--- config.mk ---
export PLATFORM = sky130hd
export DESIGN_NAME = pbcsr_top
export DESIGN_NICKNAME = d
export VERILOG_FILES = /design/src/pbcsr_pkg.sv /design/src/pbcsr_pin_sync.sv /design/src/pbcsr_top.sv
export SDC_FILE = /design/constraint.sdc
export NUM_CORES = 1
export LEC_CHECK = 0
export ABC_AREA = 1
export BUFFER_PORTS_ARGS = -buffer_cell sky130_fd_sc_hd__buf_2
export CORE_MARGIN = 1
export CORE_UTILIZATION = 40
export CTS_BUF_LIST = sky130_fd_sc_hd__clkbuf_4
export DETAILED_ROUTE_END_ITERATION = 7
export SLEW_MARGIN = 20
export SYNTH_ARGS = -nofsm -noshare
export SYNTH_HDL_FRONTEND = slang
export SYNTH_SLANG_ARGS = --single-unit
--- constraint.sdc ---
create_clock -name ref_clk -period 1.89 [get_ports ref_clk]
set_clock_uncertainty 0.15 [all_clocks]
set_input_delay 0.0945 -clock ref_clk [delete_from_list [all_inputs] [get_ports ref_clk]]
set_output_delay 0.0945 -clock ref_clk [all_outputs]
set_load 0.05 [all_outputs]
--- src/pbcsr_pkg.sv ---
package pbcsr_pkg;
    // register numbers on the management bus
    localparam logic [4:0] REG_CONTROL = 5'h00;
    localparam logic [4:0] REG_STATUS = 5'h01;
    localparam logic [4:0] REG_ID_HIGH = 5'h02;

    // control field positions
    localparam int CTL_SPEED = 13;
    localparam int CTL_AN_EN = 12;
    localparam int CTL_ISOLATE = 10;
    localparam int CTL_RESTART = 9;
    localparam int CTL_DUPLEX = 8;
    localparam int CTL_COLL_TEST = 7;

    // control reset values (speed, duplex and negotiation enable come from straps)
    localparam logic CTL_ISOLATE_RST = 1'b0;
    localparam logic CTL_RESTART_RST = 1'b0;
    localparam logic CTL_COLL_TEST_RST = 1'b0;

    // status: capability bits 14..11, 6, 3 and 0 are fixed ones
    localparam logic [15:0] STATUS_FIXED = 16'h7849;
    localparam int STS_AN_DONE = 5;
    localparam int STS_REMOTE_FAULT = 4;
    localparam int STS_LINK = 2;
    localparam int STS_JABBER = 1;

    // first identifier word; value is arbitrary
    localparam logic [15:0] ID_HIGH_VALUE = 16'h5a3c;

    // management frame fields
    localparam logic [1:0] OP_READ = 2'b10;
    localparam logic [1:0] OP_WRITE = 2'b01;
    localparam logic [5:0] PREAMBLE_LAST = 6'h1f;
    localparam logic [3:0] ADDR_LAST = 4'h9;
    localparam logic [3:0] DATA_LAST = 4'hf;

    // strap settle count after reset release (covers the pin synchroniser)
    localparam logic [2:0] STRAP_SETTLE = 3'h4;

    // collision test timing at the fastest bit rate
    localparam int BIT_TIME_PS = 10000;
    localparam int CLK_PERIOD_PS = 5000;
    localparam int COL_ON_BIT_TIMES = 512;
    localparam int COL_OFF_BIT_TIMES = 4;
    localparam int COL_ON_CYCLES = COL_ON_BIT_TIMES * BIT_TIME_PS / CLK_PERIOD_PS;
    localparam int COL_OFF_CYCLES = COL_OFF_BIT_TIMES * BIT_TIME_PS / CLK_PERIOD_PS;

    typedef enum logic [2:0] {
        S_IDLE,
        S_START,
        S_OP,
        S_ADDR,
        S_TA,
        S_DATA
    } pbcsr_state_t;
endpackage : pbcsr_pkg

--- src/pbcsr_pin_sync.sv ---
`timescale 1ns/1ps
module pbcsr_pin_sync #(
    parameter int WIDTH = 1
) (
    // clock and control
    input wire logic ref_clk,
    input wire logic rst,
    input wire logic clk_en,
    // pins and filtered result
    input wire logic [WIDTH-1:0] pin_in,
    output logic [WIDTH-1:0] pin_stable
);
    logic [WIDTH-1:0] stage1;
    logic [WIDTH-1:0] stage2;
    logic [WIDTH-1:0] stage3;

    genvar i;
    generate
        for (i = 0; i < WIDTH; i++) begin : g_bit
            // stage1 is only read by stage2 to keep metastability contained
            always_ff @(posedge ref_clk) begin
                if (rst) begin
                    stage1[i] <= 1'b0;
                    stage2[i] <= 1'b0;
                    stage3[i] <= 1'b0;
                    pin_stable[i] <= 1'b0;
                end else if (clk_en) begin
                    stage1[i] <= pin_in[i];
                    stage2[i] <= stage1[i];
                    stage3[i] <= stage2[i];
                    if (stage2[i] == stage3[i]) begin
                        pin_stable[i] <= stage3[i];
                    end
                end
            end
        end
    endgenerate
endmodule : pbcsr_pin_sync

--- src/pbcsr_top.sv ---
`timescale 1ns/1ps
// Operation
// - control bit 10 isolates port from MAC data path; management stays usable
// - restart-negotiation write ignored while negotiation enable is zero
// - restart bit reads one until negotiation starts, then self-clears
// - writing zero to restart bit does not disturb running negotiation
// - control bit 8 selects duplex, strap default, writable
// - collision test asserts col within 512 bit times of tx_en rising
// - collision test drops col within 4 bit times of tx_en falling
// - status bit 15 always reads zero
// - status bits 14 to 11 read one: supported speed/duplex modes
// - status bit 6 reads one; preamble needed after reset or bad frame
// - status bit 5 reads one only once negotiation completed
// - remote fault bit latches high, cleared by read or reset
// - status bit 3 reads one: negotiation supported
// - link bit latches low on loss, returns one on later read
// - jabber bit latches high on jabber detection
// - status bit 0 reads one: extended registers present
// - with negotiation off, bits 8 and 13 set duplex and speed
// - latched fields hold their event value until read
module pbcsr_top (
    // clock, reset, enable
    input wire logic ref_clk,
    input wire logic rst,
    input wire logic clk_en,
    // serial management pins
    input wire logic mdc,
    input wire logic mdio_in,
    output logic mdio_out,
    output logic mdio_oe,
    // MAC pins
    input wire logic tx_en,
    output logic col,
    // straps
    input wire logic [4:0] phy_addr_strap,
    input wire logic duplex_strap,
    input wire logic speed_strap,
    input wire logic an_enable_strap,
    // port core status
    input wire logic an_complete_in,
    input wire logic an_started,
    input wire logic link_up,
    input wire logic remote_fault_evt,
    input wire logic jabber_evt,
    // port core control
    output logic isolate,
    output logic an_enable,
    output logic an_restart,
    output logic duplex_full,
    output logic speed_100
);
    logic [10:0] pins_stable;
    logic mdc_s;
    logic smi_bit;
    logic tx_en_s;
    logic mdc_d;
    logic mdc_rise;
    pbcsr_pkg::pbcsr_state_t state;
    logic [5:0] ones_cnt;
    logic pre_ok;
    logic [3:0] bit_cnt;
    logic [1:0] op;
    logic [9:0] addr_sh;
    logic [15:0] data_sh;
    logic rd_hit;
    logic coll_test;
    logic rf_latched;
    logic jab_latched;
    logic link_latched;
    logic an_done;
    logic [4:0] phy_addr;
    logic [2:0] strap_cnt;
    logic strap_pending;

    pbcsr_pin_sync #(
        .WIDTH(11)
    ) u_pin_sync (
        .ref_clk(ref_clk),
        .rst(rst),
        .clk_en(clk_en),
        .pin_in({an_enable_strap, speed_strap, duplex_strap, phy_addr_strap, tx_en, mdio_in, mdc}),
        .pin_stable(pins_stable)
    );

    assign mdc_s = pins_stable[0];
    assign smi_bit = pins_stable[1];
    assign tx_en_s = pins_stable[2];
    assign mdc_rise = mdc_s & ~mdc_d;

    // frame decode
    wire [1:0] op_full = {op[0], smi_bit};
    wire op_valid = (op_full == pbcsr_pkg::OP_READ) || (op_full == pbcsr_pkg::OP_WRITE);
    wire [9:0] addr_full = {addr_sh[8:0], smi_bit};
    wire addr_edge = mdc_rise && (state == pbcsr_pkg::S_ADDR) && (bit_cnt == pbcsr_pkg::ADDR_LAST);
    wire addr_hit = addr_full[9:5] == phy_addr;
    wire rd_capture = addr_edge && (op == pbcsr_pkg::OP_READ) && addr_hit;
    wire rd_stat = rd_capture && (addr_full[4:0] == pbcsr_pkg::REG_STATUS);
    wire [15:0] wr_data = {data_sh[14:0], smi_bit};
    wire wr_done = mdc_rise && (state == pbcsr_pkg::S_DATA) && (bit_cnt == pbcsr_pkg::DATA_LAST)
        && (op == pbcsr_pkg::OP_WRITE) && (addr_sh[9:5] == phy_addr);
    wire wr_ctrl = wr_done && (addr_sh[4:0] == pbcsr_pkg::REG_CONTROL);
    // restart only arms while negotiation is already enabled
    wire restart_set = wr_ctrl && wr_data[pbcsr_pkg::CTL_RESTART] && an_enable;
    wire ta_bad = (bit_cnt == 4'd0) ? ~smi_bit : smi_bit;

    // read views
    wire [15:0] ctrl_word = {2'b00, speed_100, an_enable, 1'b0, isolate, an_restart, duplex_full,
        coll_test, 7'h00};
    wire [15:0] stat_word = pbcsr_pkg::STATUS_FIXED
        | {10'h000, an_done, rf_latched, 1'b0, link_latched, jab_latched, 1'b0};
    wire [15:0] rd_word = (addr_full[4:0] == pbcsr_pkg::REG_CONTROL) ? ctrl_word
        : (addr_full[4:0] == pbcsr_pkg::REG_STATUS) ? stat_word
        : (addr_full[4:0] == pbcsr_pkg::REG_ID_HIGH) ? pbcsr_pkg::ID_HIGH_VALUE
        : 16'h0000;

    always_ff @(posedge ref_clk) begin
        if (rst) begin
            mdc_d <= 1'b0;
        end else if (clk_en) begin
            mdc_d <= mdc_s;
        end
    end

    // management frame engine, advanced on each synchronised mdc rising edge
    always_ff @(posedge ref_clk) begin
        if (rst) begin
            state <= pbcsr_pkg::S_IDLE;
            ones_cnt <= 6'h00;
            pre_ok <= 1'b0;
            bit_cnt <= 4'h0;
            op <= 2'b00;
            addr_sh <= 10'h000;
            data_sh <= 16'h0000;
            rd_hit <= 1'b0;
            mdio_out <= 1'b0;
            mdio_oe <= 1'b0;
        end else if (clk_en && mdc_rise) begin
            case (state)
                pbcsr_pkg::S_IDLE: begin
                    mdio_oe <= 1'b0;
                    if (smi_bit) begin
                        if (ones_cnt == pbcsr_pkg::PREAMBLE_LAST) begin
                            pre_ok <= 1'b1;
                        end else begin
                            ones_cnt <= ones_cnt + 6'd1;
                        end
                    end else begin
                        ones_cnt <= 6'h00;
                        if (pre_ok) begin
                            state <= pbcsr_pkg::S_START;
                        end
                    end
                end
                pbcsr_pkg::S_START: begin
                    bit_cnt <= 4'h0;
                    state <= smi_bit ? pbcsr_pkg::S_OP : pbcsr_pkg::S_IDLE;
                end
                pbcsr_pkg::S_OP: begin
                    op <= op_full;
                    if (bit_cnt == 4'd0) begin
                        bit_cnt <= 4'd1;
                    end else if (op_valid) begin
                        bit_cnt <= 4'h0;
                        state <= pbcsr_pkg::S_ADDR;
                    end else begin
                        pre_ok <= 1'b0;
                        state <= pbcsr_pkg::S_IDLE;
                    end
                end
                pbcsr_pkg::S_ADDR: begin
                    addr_sh <= addr_full;
                    if (bit_cnt == pbcsr_pkg::ADDR_LAST) begin
                        bit_cnt <= 4'h0;
                        data_sh <= rd_word;
                        rd_hit <= rd_capture;
                        state <= pbcsr_pkg::S_TA;
                    end else begin
                        bit_cnt <= bit_cnt + 4'd1;
                    end
                end
                pbcsr_pkg::S_TA: begin
                    bit_cnt <= bit_cnt + 4'd1;
                    if (op == pbcsr_pkg::OP_WRITE && ta_bad) begin
                        // a broken turnaround loses sync; demand a fresh preamble
                        pre_ok <= 1'b0;
                        state <= pbcsr_pkg::S_IDLE;
                    end else if (bit_cnt == 4'd0) begin
                        mdio_oe <= rd_hit;
                        mdio_out <= 1'b0;
                    end else begin
                        mdio_out <= data_sh[15];
                        data_sh <= wr_data;
                        bit_cnt <= 4'h0;
                        state <= pbcsr_pkg::S_DATA;
                    end
                end
                pbcsr_pkg::S_DATA: begin
                    data_sh <= wr_data;
                    mdio_out <= data_sh[15];
                    bit_cnt <= bit_cnt + 4'd1;
                    if (bit_cnt == pbcsr_pkg::DATA_LAST) begin
                        mdio_oe <= 1'b0;
                        state <= pbcsr_pkg::S_IDLE;
                    end
                end
                default: begin
                    state <= pbcsr_pkg::S_IDLE;
                end
            endcase
        end
    end

    // straps are caught a few cycles after release, once the synchroniser has settled
    always_ff @(posedge ref_clk) begin
        if (rst) begin
            strap_cnt <= 3'h0;
            strap_pending <= 1'b1;
            phy_addr <= 5'h00;
        end else if (clk_en && strap_pending) begin
            strap_cnt <= strap_cnt + 3'd1;
            if (strap_cnt == pbcsr_pkg::STRAP_SETTLE) begin
                strap_pending <= 1'b0;
                phy_addr <= pins_stable[7:3];
            end
        end
    end

    // control register
    always_ff @(posedge ref_clk) begin
        if (rst) begin
            isolate <= pbcsr_pkg::CTL_ISOLATE_RST;
            coll_test <= pbcsr_pkg::CTL_COLL_TEST_RST;
            duplex_full <= 1'b0;
            speed_100 <= 1'b0;
            an_enable <= 1'b0;
        end else if (clk_en) begin
            if (strap_pending && strap_cnt == pbcsr_pkg::STRAP_SETTLE) begin
                duplex_full <= pins_stable[8];
                speed_100 <= pins_stable[9];
                an_enable <= pins_stable[10];
            end else if (wr_ctrl) begin
                isolate <= wr_data[pbcsr_pkg::CTL_ISOLATE];
                coll_test <= wr_data[pbcsr_pkg::CTL_COLL_TEST];
                duplex_full <= wr_data[pbcsr_pkg::CTL_DUPLEX];
                speed_100 <= wr_data[pbcsr_pkg::CTL_SPEED];
                an_enable <= wr_data[pbcsr_pkg::CTL_AN_EN];
            end
        end
    end

    // restart request: a written zero leaves it alone, the start acknowledge clears it
    always_ff @(posedge ref_clk) begin
        if (rst) begin
            an_restart <= pbcsr_pkg::CTL_RESTART_RST;
        end else if (clk_en) begin
            if (restart_set) begin
                an_restart <= 1'b1;
            end else if (an_started) begin
                an_restart <= 1'b0;
            end
        end
    end

    // latched status; a new event in the read cycle wins over the clear
    always_ff @(posedge ref_clk) begin
        if (rst) begin
            rf_latched <= 1'b0;
            jab_latched <= 1'b0;
            link_latched <= 1'b0;
            an_done <= 1'b0;
            col <= 1'b0;
        end else if (clk_en) begin
            rf_latched <= remote_fault_evt | (rf_latched & ~rd_stat);
            jab_latched <= jabber_evt | (jab_latched & ~rd_stat);
            link_latched <= link_up & (link_latched | rd_stat);
            an_done <= an_complete_in & an_enable & ~an_restart;
            // col follows tx_en five cycles later, far inside the 1024-cycle on limit but only just inside the 8-cycle off limit
            col <= coll_test & tx_en_s & ~isolate;
        end
    end
endmodule : pbcsr_top

# After elaboration in Yosys (flattened, before gate mapping)
# Index checks and enable logic that the tools add are counted.
op_classes:
  addsub: 3
  eq_ne: 43
  muxes: 47
  bitwise: 17
  reduce_logical: 53
ops:
  columns: ["operator", "n"]
  rows:
  - ["$mux W16", 3]
  - ["$pmux W16 S3", 1]
  - ["$mux W15", 3]
  - ["$reduce_and A2 Y1", 16]
  - ["$mux W3", 7]
  - ["$mux W4", 5]
  - ["$ne A2 B2 Y1 const B", 10]
  - ["$pmux W4 S5", 1]
  - ["$mux W1", 19]
  - ["$pmux W3 S6", 1]
  - ["$logic_and A1 B1 Y1", 16]
  - ["$reduce_and A3 Y1", 5]
  - ["$reduce_and A7 Y1", 2]
  - ["$mux W6", 2]
  - ["$eq A1 B1 Y1", 11]
  - ["$eq A5 B5 Y1", 2]
  - ["$logic_not A5 Y1", 2]
  - ["$reduce_and A5 Y1", 2]
  - ["$eq A3 B3 Y1 const B", 3]
  - ["$reduce_bool A3 Y1", 3]
  - ["$and A1 B1 Y1", 8]
  - ["$eq A4 B4 Y1 const B", 2]
  - ["$add A6 B1 Y6 const B", 1]
  - ["$eq A3 B2 Y1 const B", 2]
  - ["20 further kinds", 36]
totals:
  ff_bits: 110
  output_inout_bits: 8
  elab_cells: 232

# Depth between registers and ports, before layout
# Gate-level depths: netlist (run 1).
depth:
  depth_word: 11
  mapped_depth: 12
  depth_no_buf: 11

# Hierarchy
# From an unflattened synthesis (run 1), not the netlist that was laid out.
hier_totals:
  hier_cells: 734
  area_unflattened_um2: 5137.4
modules_own_cells:
  columns: ["module", "n_inst", "cells_per_inst", "area_per_inst_um2"]
  rows:
  - ["pbcsr_top", 1, 528, 3494.6]
  - ["pbcsr_pin_sync", 1, 206, 1642.8]

# Worst setup path before layout (run 1)
# No wires, ideal clock.
synth_path:
  path_type: "register -> register"
  from: "register bit_cnt[0]"
  to: "register data_sh[9]"
  setup_time_ns: 0.070
  arrival_time_ns: 1.447
  required_ns: 1.670
  setup_slack_ns: 0.222
  stages_incl_launch_ff: 13
  synth_period_minus_slack_ns: 1.668
  path_cell_list: "dfxtp_1 > inv_1 > ha_1 > nand2_1 > inv_1 > nand2_1 > nand2_2 > nor2_4 > nand2_4 > clkinv_2 > buf_6 > nand3_2 > a21oi_1"
synth_via:
  elab_chain_cells: 5
synth_rtl:
  columns: ["element", "line_no", "source"]
  rows:
  - ["start: declaration", "pbcsr_top.sv:61", "logic [3:0] bit_cnt;"]
  - ["start signal: assignment", "pbcsr_top.sv:178", "bit_cnt <= bit_cnt + 4'd1;"]
  - ["start signal: assignment", "pbcsr_top.sv:182", "bit_cnt <= bit_cnt + 4'd1;"]
  - ["start signal: assignment", "pbcsr_top.sv:200", "bit_cnt <= bit_cnt + 4'd1;"]
  - ["$logic_not A4 Y1", "pbcsr_top.sv:104, pbcsr_top.sv:187", null]
  - ["$mux W1", "pbcsr_top.sv:104", "wire ta_bad = (bit_cnt == 4'd0) ? ~smi_bit : smi_bit;"]
  - ["$logic_and A1 B1 Y1", "pbcsr_top.sv:183", "if (op == pbcsr_pkg::OP_WRITE && ta_bad) begin"]
  - ["$ne A2 B2 Y1 (no line)", null, null]
  - ["$reduce_and A5 Y1 (no line) (*)", null, null]
  - ["end signal: assignment", "pbcsr_top.sv:174", "data_sh <= rd_word;"]
  - ["end signal: assignment", "pbcsr_top.sv:192", "data_sh <= wr_data;"]
  - ["end signal: assignment", "pbcsr_top.sv:198", "data_sh <= wr_data;"]
  - ["end: declaration", "pbcsr_top.sv:64", "logic [15:0] data_sh;"]
# Every way passes the cells marked *; elsewhere a longest branch is shown, timed or not.
# A chain may end at the register's enable or synchronous reset.

# Worst setup path after layout (run 1)
layout_path:
  from: "register bit_cnt[1]"
  to: "register data_sh[13]"
# The elaborated chain is that of the path after synthesis.

==> results of run 1 <==
## routing by layer
layer | share of wire [%] | GRT usage, % | vias to the layer above
met5 | 0 | 0 | -
met4 | 1.8 | 7.807 | 0
met3 | 2.9 | 2.763 | 15
met2 | 46 | 31.99 | 88
met1 | 49 | 24.99 | 2106
li1 | - | - | 2435
## sequential cells by signal, indices dropped and copies added, names as in the netlist, 2 cells and up
signal                 flops
data_sh                   16
u_pin_sync.stage1         11
u_pin_sync.stage3         11
op                         2
phy_addr                   5
ones_cnt                   6
bit_cnt                    4
state                      3
u_pin_sync.stage2         11
u_pin_sync.pin_stable     11
addr_sh                   10
strap_cnt                  3
## layout by cell type (no fill, tap or decap), types with 6 or more instances in the layout
| cell | instances |
|---|---|
| a21oi_1 | 75 |
| buf_2 | 26 |
| buf_4 | 23 |
| clkbuf_4 | 10 |
| dfxtp_1 | 106 |
| dlygate4sd3_1 | 20 |
| inv_1 | 56 |
| nand2_1 | 145 |
| nand2_2 | 6 |
| nand3_1 | 32 |
| nand4_1 | 11 |
| nor2_1 | 107 |
| nor3_1 | 9 |
| o21ai_0 | 88 |
## worst max-delay path, delay by kind of cell, from the launching register on
| kind | cells | cell delay (ps) |
|---|---|---|
| AND/OR/NAND/NOR | 6 | 630 |
| flip-flops | 1 | 370 |
| buffers and inverters | 2 | 230 |
| AO/OA/AOI/OAI | 1 | 180 |
| adder cells (fa/ha/maj) | 1 | 140 |
## repair_timing
| item | CTS | global route |
|---|---|---|
| cloned | 0 | 0 |
| endpoints found under the hold margin | 43 | 0 |
| pin swaps | 0 | 1 |
| gates resized for setup | 2 | 21 |
| hold buffers | 20 | 0 |
| setup endpoints to repair | 17 | 33 |
## stage by stage
step                      setup slack [ps]  area (sq um)  std cells  TNS (ps)  utilization, %
final                                115.7          5843        939         0           48.44
after global routing                0.4103          5843        939         0           48.44
after CTS                            24.70          5787        939         0           47.98
after detailed placement            -49.95          5416        903    -152.2           44.91
after global placement               53.60          5416        903         0           44.91
after floorplan                      222.3          4985        712         0               -
## power groups by stage
| stage | clock network, mW | logic [mW] | registers, mW |
|---|---|---|---|
| finish | 1.36 | 0.238 | 2.40 |
| global route | 1.49 | 0.267 | 2.41 |
| CTS | 1.41 | 0.234 | 2.40 |
| detailed placement | 0 | 0.205 | 2.45 |
| global placement | 0 | 0.202 | 2.45 |
| floorplan | 0 | 0.135 | 2.45 |
## cell families after synthesis
family | count (synthesis)
adder cells (fa/ha/maj) | 6
flip-flops | 110
AND/OR/NAND/NOR | 331
buffers and inverters | 89
XOR/XNOR | 3
multiplexers | 3
AO/OA/AOI/OAI | 170
## final timing paths
path / startpoint / end / slack, ps / depth (start not counted)
max: bit_cnt[1]$_SDFFE_PP0P_ / data_sh[13]$_SDFFE_PP0P_ / 120 / 10
min: phy_addr_strap[1] / u_pin_sync.stage1[4]$_SDFFE_PP0P_ / 210 / 4
max reg2reg: bit_cnt[1]$_SDFFE_PP0P_ / data_sh[13]$_SDFFE_PP0P_ / 120 / 10
min reg2reg: mdio_out$_SDFFE_PP0P_ / mdio_out$_SDFFE_PP0P_ / 320 / 2
## layout make-up
cell class	count	area (sq um)	area share, %
inverter	59	224.0	3.833
sequential	110	2210	37.82
multi-input combinational	513	2459	42.08
clock buffer	10	75.07	1.285
tap	168	210.2	3.597
timing repair buffer	73	574.3	9.829
clock inverter	6	91.34	1.563
==> results.yml, run 1 <==
status:
  outcome: "finished clean"
grt:
  grt_pass1_wl_mm: 19.79
  gr-total-overflow: 0
  gr-usage-all-layers_pct: 19.20
  grt_pass1_vias: 4292
  grt_start_max_net_pins: 46
  grt_antenna_before_repair: 0
timing:
  drv_slew: 0
  hold_viol_final: 0
  setup_viol: 0
  fmax_mhz: 563.6
  fin_crit_ps: 1774
  finalCritPeriodShare_pct: 93.88
  rsz0062_at_grt: "false"
  slew_headroom_pct: 72.14
  tightest_slew_ps: 415.4
  fin_hold_ws_ps: 206.2
power_and_ir_drop:
  p_switching_mw: 0.9649
  combPwrFrac_pct: 6.0
  powerDensity_nw_per_um2: 683.9
  vdd_drop_max_uv: 430.2
  p_leak_nw: 2.349
  p_int_mw: 3.031
  switching_share_pct: 24.15
  p_clk_share_pct: 34.0
  p_seq_share_pct: 60.0
  power_mw: 3.996
yosys:
  synthSimpleGateAreaFrac_pct: 28.61
  yosysSeqAreaShare_pct: 44.18
  syn_area_sq_um: 4985
  yosysTopAreaCell: "dfxtp_1"
  synth_area_leaders: "dfxtp_1 44%, nand2_1 11%, o21ai_0 8.9%"
  yosysWarnings: 0
  synth.most_common_cell: "nand2_1"
  syn_inst: 712
  synth_top_family_by_area: "simple AND/OR/NAND/NOR gates"
  yosys.area.top_type_share_pct: 44.18
  synth_xor_area_share_pct: 0.5271
  synthMuxAreaShare_pct: 0.6777
  synth_commonest_cells: "149 x nand2_1, 110 x dfxtp_1, 110 x nor2_1"
  ys_seq_elements: 110
  synth_nets: 737
  synth_compound_area_share_pct: 17.29
  synth-edff-count: 0
  ys.flop_type: "dfxtp_1"
  ys_async_sr_fraction_pct: 0
  synth_area_per_cell_sq_um: 7.001
  synthAdderAreaFrac_pct: 1.506
  ys_types: 35
critical_path:
  start_kind: "register"
  cpMostUsedCell: "nand2_1"
  crit_required_ps: 2130
  critPathSlowestCell: "dfxtp_2"
  cp_cell_sequence: "inv_1, ha_1, nand3_1, nand2_1, nand2_1, nor2_4, nand2_4, buf_12, o21ai_0, nor2_1"
  arrival_ps: 2020
  cp_slowest_stage_delay_ps: 370
  worstPathMaxFanout: 10
  crit_type: "reg -> reg"
  cp-end-kind: "register"
route:
  dr.first_iter.drc_count: 270
  viasPerCell: 4.946
  drcViolationCount: 0
  dr.pass1.iters: 5
  wire_per_inst_microns: 12.60
  routed_wl_mm: 11.83
  vias: 4644
  antenna_left: 0
die:
  pin_count: 27
  initial_core_util_pct: 41.33
  dieArea_sq_um: 12910
  core_area_sq_um: 12060
  die_x_microns: 113.6
  rows: 40
  chipHeight_microns: 113.6
cells_and_area:
  n_antenna_cell: 0
  nets: 791
  nFillCells: 1234
  synthToLayoutAreaGrowth_pct: 17.22
  drive_gt1_share_pct: 13.49
job:
  maxCapViolCount: 0
clocking:
  tritoncts: "built"
  cts_root_buf: "clkbuf_4"
  cts_max_level: 3
  post-cts-setup-buffers: 0
  cts_buffer_depth: 2
  clk_pin_slew_worst_paths_ps: 170
  cts.sinks: 110
  cts_buffers: 9
  worstSkewPairLatency_ps: 480
placement:
  dp_hpwl_mm: 8.205
  place_congestion: 0.8790
  port_buffers: 26
min_path:
  hold_path_class: "in -> reg"
Power figures use the tool's default switching activity.
==> inputs of run 2 (changes only) <==
--- a/config.mk
+++ b/config.mk
@@ -14,4 +14,5 @@
 export SLEW_MARGIN = 20
 export SYNTH_ARGS = -nofsm -noshare
 export SYNTH_HDL_FRONTEND = slang
+export SYNTH_HIERARCHICAL = 1
 export SYNTH_SLANG_ARGS = --single-unit
==> constraint.sdc (replaced) <==
create_clock -name ref_clk -period 1.6 [get_ports ref_clk]
set_clock_uncertainty 0.15 [all_clocks]
set_input_delay 0.08 -clock ref_clk [delete_from_list [all_inputs] [get_ports ref_clk]]
set_output_delay 0.08 -clock ref_clk [all_outputs]
set_load 0.05 [all_outputs]
==> results.yml, run 2 <==
critical_path:
  cp-end-kind: "register"
  cp.buffers_inverters: 1
  cp_top_family: "simple AND/OR/NAND/NOR gates"
  crit_type: "reg -> reg"
  start_kind: "register"
  critPathSlowestCell: "dfxtp_4"
  arrival_ps: 2030
  cp_slowest_stage_delay_ps: 410
  cpMostUsedCell: "nand2_4"
  cp_cell_sequence: "inv_4, ha_4, nand3_4, nand2_4, nand2_4, nor2_4, nand2_4, nor2_4, nand2_2, a21oi_2"
  worstPathMaxFanout: 8
  crit_required_ps: 1900
placement:
  place_congestion: 0.8845
  port_buffers: 26
  dp_hpwl_mm: 8.670
die:
  initial_core_util_pct: 40.88
  chipHeight_microns: 115.3
  dieArea_sq_um: 13300
  rows: 41
  die_x_microns: 115.3
  pin_count: 27
  core_area_sq_um: 12570
timing:
  tightest_slew_ps: 528.5
  finalCritPeriodShare_pct: 108.0
  hold_viol_final: 0
  tns_ps: -1955
  layout_setup_ws_ps: -127.6
  fin_hold_ws_ps: 162.5
  rsz0062_at_grt: "true"
  drv_slew: 0
  setup_viol: 26
  fin_crit_ps: 1728
  slew_headroom_pct: 64.72
  fmax_mhz: 578.8
route:
  dr.pass1.iters: 5
  dr.first_iter.drc_count: 256
  wire_per_inst_microns: 12.89
  routed_wl_mm: 13.07
  viasPerCell: 4.917
  drcViolationCount: 0
  vias: 4986
  antenna_left: 0
cells_and_area:
  final_common_cell: "nand2_1"
  n_antenna_cell: 0
  nFillCells: 1211
  drive_gt1_share_pct: 27.32
  largest_register_ffs: 16
  synthToLayoutAreaGrowth_pct: 30.76
  final_cell_mix: "147 x nand2_1, 97 x dfxtp_1, 91 x nor2_1"
  regMostFlops: "data_sh"
  nets: 862
grt:
  grt_pass1_vias: 4668
  gr-usage-all-layers_pct: 20.03
  grt_pass1_wl_mm: 21.07
  grtUsageMet3_pct: 4.006
  grt_antenna_before_repair: 0
  gr-total-overflow: 0
  grt_util_met2_pct: 35.49
  gr-usage-met1_pct: 24.28
  grt-busiest-layer: "met2"
  grt_start_max_net_pins: 47
yosys:
  yosysTopAreaCell: "dfxtp_1"
  ys_async_sr_fraction_pct: 0
  yosysWarnings: 6
  synth_nets: 759
  syn_inst: 734
  synth-edff-count: 0
  synth.most_common_cell: "nand2_1"
  synth_commonest_cells: "163 x nand2_1, 110 x dfxtp_1, 107 x nor2_1"
  ys_types: 34
  syn_area_sq_um: 5137
  synth_area_leaders: "dfxtp_1 43%, nand2_1 12%, nor2_1 7.8%"
  yosys.area.top_type_share_pct: 42.86
  ys.flop_type: "dfxtp_1"
  ys_seq_elements: 110
  synth_area_per_cell_sq_um: 6.999
  yosysSeqAreaShare_pct: 42.86
clocking:
  cts_root_buf: "clkbuf_4"
  tritoncts: "built"
  worstSkewPairLatency_ps: 500
  cts_buffer_depth: 2
  cts.sinks: 110
  cts_max_level: 3
  clk_pin_slew_worst_paths_ps: 200
  cts_buffers: 9
job:
  maxCapViolCount: 0
status:
  outcome: "complete, but fails checks"
  violations: "setup timing"
power_and_ir_drop:
  p_leak_nw: 2.677
  vdd_drop_max_uv: 473.9
  powerDensity_nw_per_um2: 719.4
min_path:
  hold_path_class: "in -> reg"
==> run 2: cell families after synthesis <==
kind of cell / count (synthesis) / synth area share (%)
AOI/OAI and AO/OA: 178 / 17.73
xor gates and xnor gates: 1 / 0.1705
adders and majority gates: 6 / 1.461
buffers and inverters: 100 / 9.060
DFF: 110 / 42.86
muxes: 3 / 0.6575
and+or+nand+nor: 336 / 28.06
==> run 2: worst min-delay path, stage by stage <==
cell	delay (ps)
dlygate4sd3_1	510
buf_2	90
nor2_1	30
nor2_1	80
==> run 2: per-stage QoR <==
stage                     power [mW]  instance area, sq um  utilization (%)  setup slack, ps  std cells
after global placement         3.194                  5807            46.20           -125.6        966
final                          4.833                  6718            53.45           -127.6       1014
after global routing           5.022                  6718            53.45           -210.5       1014
after floorplan                3.114                  5165                -           -2.163        734
after CTS                      4.876                  6375            50.72           -117.2       1008
after detailed placement       3.206                  5807            46.20           -183.0        966
==> run 2: timing repair <==
action,in CTS,in global routing
pin swaps,18,29
hold endpoints to repair,34,0
endpoints found under the setup margin,47,56
hold buffers,19,0
buffers inserted,6,5
gates cloned,1,2
resized for setup,49,90
==> run 2: layout make-up <==
class | count | area (sq um) | area share (%)
flip-flops and latches | 110 | 2231 | 33.21
inverters | 69 | 265.3 | 3.949
clock buffers | 9 | 67.56 | 1.006
multi-input cells | 527 | 2888 | 42.99
clock inverters | 7 | 112.6 | 1.676
repair buffers | 120 | 938.4 | 13.97
well taps | 172 | 215.2 | 3.204
==> run 2: per-layer routing <==
metal	up-vias	wire length (microns)
li1	2597	-
met1	2289	6098
met2	85	6345
met3	15	455
met4	0	174
met5	-	0
==> run 2: path summary, 6_finish.rpt <==
| kind | slack (ps) | end | from | cells after the start |
|---|---|---|---|---|
| worst max register to register | -130 | data_sh[15]$_SDFFE_PP0P_ | bit_cnt[1]$_SDFFE_PP0P_ | 10 |
| worst min register to register | 320 | pre_ok$_SDFFE_PP0P_ | pre_ok$_SDFFE_PP0P_ | 2 |
| worst min-delay path | 160 | u_pin_sync/stage1[5]$_SDFFE_PP0P_ | phy_addr_strap[2] | 4 |
| worst max-delay path | -130 | data_sh[15]$_SDFFE_PP0P_ | bit_cnt[1]$_SDFFE_PP0P_ | 10 |
==> run 2: power by group <==
part	internal, mW	total [mW]	switching (mW)	leakage [nW]
combinational	0.144	0.349	0.204	1.68
clock	0.547	1.64	1.10	0.0926
sequential	2.81	2.84	0.0356	0.903
==> inputs of run 3 (changes only) <==
--- a/config.mk
+++ b/config.mk
@@ -8,9 +8,11 @@
 export ABC_AREA = 1
 export BUFFER_PORTS_ARGS = -buffer_cell sky130_fd_sc_hd__buf_2
 export CORE_MARGIN = 1
-export CORE_UTILIZATION = 40
+export CORE_UTILIZATION = 50
 export CTS_BUF_LIST = sky130_fd_sc_hd__clkbuf_4
 export DETAILED_ROUTE_END_ITERATION = 7
+export PLACE_DENSITY = 0.7
+export SETUP_SLACK_MARGIN = 0.1
 export SLEW_MARGIN = 20
 export SYNTH_ARGS = -nofsm -noshare
 export SYNTH_HDL_FRONTEND = slang
==> results.yml, run 3 (synthesis gave the netlist of run 2 again) <==
critical_path:
  crit_type: "reg -> reg"
  start_kind: "register"
  worstPathMaxFanout: 8
  crit_required_ps: 1880
  cp-end-kind: "register"
  arrival_ps: 1990
clocking:
  clk_pin_slew_worst_paths_ps: 160
  cts_max_level: 3
  cts.sinks: 110
  cts_buffers: 9
  worstSkewPairLatency_ps: 480
  cts_root_buf: "clkbuf_4"
  cts_buffer_depth: 2
  tritoncts: "built"
power_and_ir_drop:
  p_switching_mw: 1.155
  p_leak_nw: 2.637
  vdd_drop_max_uv: 484.4
  p_clk_share_pct: 27.9
  p_int_mw: 3.294
  switching_share_pct: 25.97
  powerDensity_nw_per_um2: 675.8
  p_seq_share_pct: 63.8
  combPwrFrac_pct: 8.2
timing:
  hold_viol_final: 1
  setup_viol: 29
  rsz0062_at_grt: "true"
  slew_headroom_pct: 64.25
  layout_setup_ws_ps: -111.2
  fin_hold_ws_ps: -26.09
  fin_crit_ps: 1711
  tightest_slew_ps: 535.5
  finalCritPeriodShare_pct: 107.0
  drv_slew: 0
  fmax_mhz: 584.4
placement:
  port_buffers: 26
  place_congestion: 0.8394
  placed_cell_area_sq_um: 5695
  dp_hpwl_mm: 8.457
  place_inst: 912
cells_and_area:
  nFillCells: 823
  final_cell_mix: "148 x nand2_1, 99 x dfxtp_1, 87 x nor2_1"
  largest_register_ffs: 16
  synthToLayoutAreaGrowth_pct: 28.15
  stdcell_count: 969
  nets: 856
  fin_area_sq_um: 6584
  regMostFlops: "data_sh"
  n_antenna_cell: 0
  final_common_cell: "nand2_1"
  drive_gt1_share_pct: 25.72
route:
  dr.first_iter.drc_count: 353
  dr.pass1.iters: 5
  routed_wl_mm: 13.00
  vias: 5090
  antenna_left: 0
  drcViolationCount: 0
  wire_per_inst_microns: 13.42
  viasPerCell: 5.253
die:
  initial_core_util_pct: 52.08
  chipHeight_microns: 103.4
  rows: 36
  die_x_microns: 103.4
  dieArea_sq_um: 10680
  core_area_sq_um: 9864
  pin_count: 27
grt:
  grt_antenna_before_repair: 0
  gr-total-overflow: 0
  grt_start_max_net_pins: 47
  grt_pass1_wl_mm: 21.09
  grt_pass1_vias: 4785
  gr-usage-all-layers_pct: 25.38
status:
  violations: "hold timing, setup timing"
  outcome: "complete, but fails checks"
job:
  maxCapViolCount: 0
min_path:
  hold_path_class: "in -> reg"
run 3: changes by cell type in the layout (fill, tap and decap cells not counted), sizes merged:
cell	change
dlygate4sd3	+5
nand3	-1
buf	-10
clkbuf	+1
inv	-2
bufinv	-1
clkinv	+2
nor2	-1
clkinvlp	+1
run 3: final timing paths:
check | start | endpoint | slack, ps | depth (start not counted)
setup / recovery | bit_cnt[0]$_SDFFE_PP0P_ | data_sh[12]$_SDFFE_PP0P_ | -110 | 10
hold / removal | clk_en | col$_SDFFE_PP0P_ | -30 | 4
setup reg to reg | bit_cnt[0]$_SDFFE_PP0P_ | data_sh[12]$_SDFFE_PP0P_ | -110 | 10
hold reg to reg | mdio_out$_SDFFE_PP0P_ | mdio_out$_SDFFE_PP0P_ | 320 | 2
run 3: metrics by stage:
step | setup slack [ps] | util (%) | TNS, ps | hold WS (ps) | power [mW]
2_1_floorplan | -1.804 | - | -1.804 | -0.9342 | 3.114
5_1_grt | -221.2 | 66.74 | -4920 | 15.56 | 4.640
3_3_place_gp | -136.1 | 57.74 | -1961 | 150.1 | 3.176
6_report | -111.2 | 66.74 | -1350 | -26.09 | 4.450
3_5_place_dp | -203.4 | 57.74 | -4061 | 156.3 | 3.190
4_1_cts | -61.64 | 64.00 | -579.1 | 25.42 | 4.446
run 3: power groups by stage:
stage	Sequential (mW)	Clock [mW]	Combinational, mW
after floorplan	2.90	0	0.210
after global placement	2.90	0	0.275
after detailed placement	2.90	0	0.285
after CTS	2.84	1.27	0.335
after global routing	2.85	1.38	0.412
final	2.84	1.24	0.366
run 3: worst max-delay path, stage by stage (launching register included):
cell and delay [ps]:
dfxtp_4 420, inv_4 50, ha_4 170, nand2_4 90, nand2_4 70, nand3_4 110
nor2_4 60, buf_6 120, nor2_4 250, nand2_2 80, a21oi_2 110
run 3: area by class of cell:
cell class	count	area [sq um]	share of cell area [%]
clock inverter	6	37.54	0.5701
tap	133	166.4	2.528
timing repair inverter	1	7.507	0.1140
inverter	69	280.3	4.257
sequential	110	2228	33.85
multi-input combinational	525	2865	43.52
clock buffer	10	75.07	1.140
timing repair buffer	115	923.4	14.03
run 3: layer usage:
metal,up-vias,wire length [microns],GRT usage [%]
li1,2585,-,-
met1,2347,5800,31.15
met2,130,6443,43.66
met3,28,441,3.629
met4,0,318,12.35
met5,-,0,0
run 3: timing repair:
action | in CTS | in global routing
hold endpoints to repair | 37 | 2
pin swaps | 19 | 20
endpoints found under the setup margin | 58 | 95
resized for setup | 67 | 75
setup buffers | 6 | 8
hold buffers | 23 | 2
gates cloned | 2 | 1
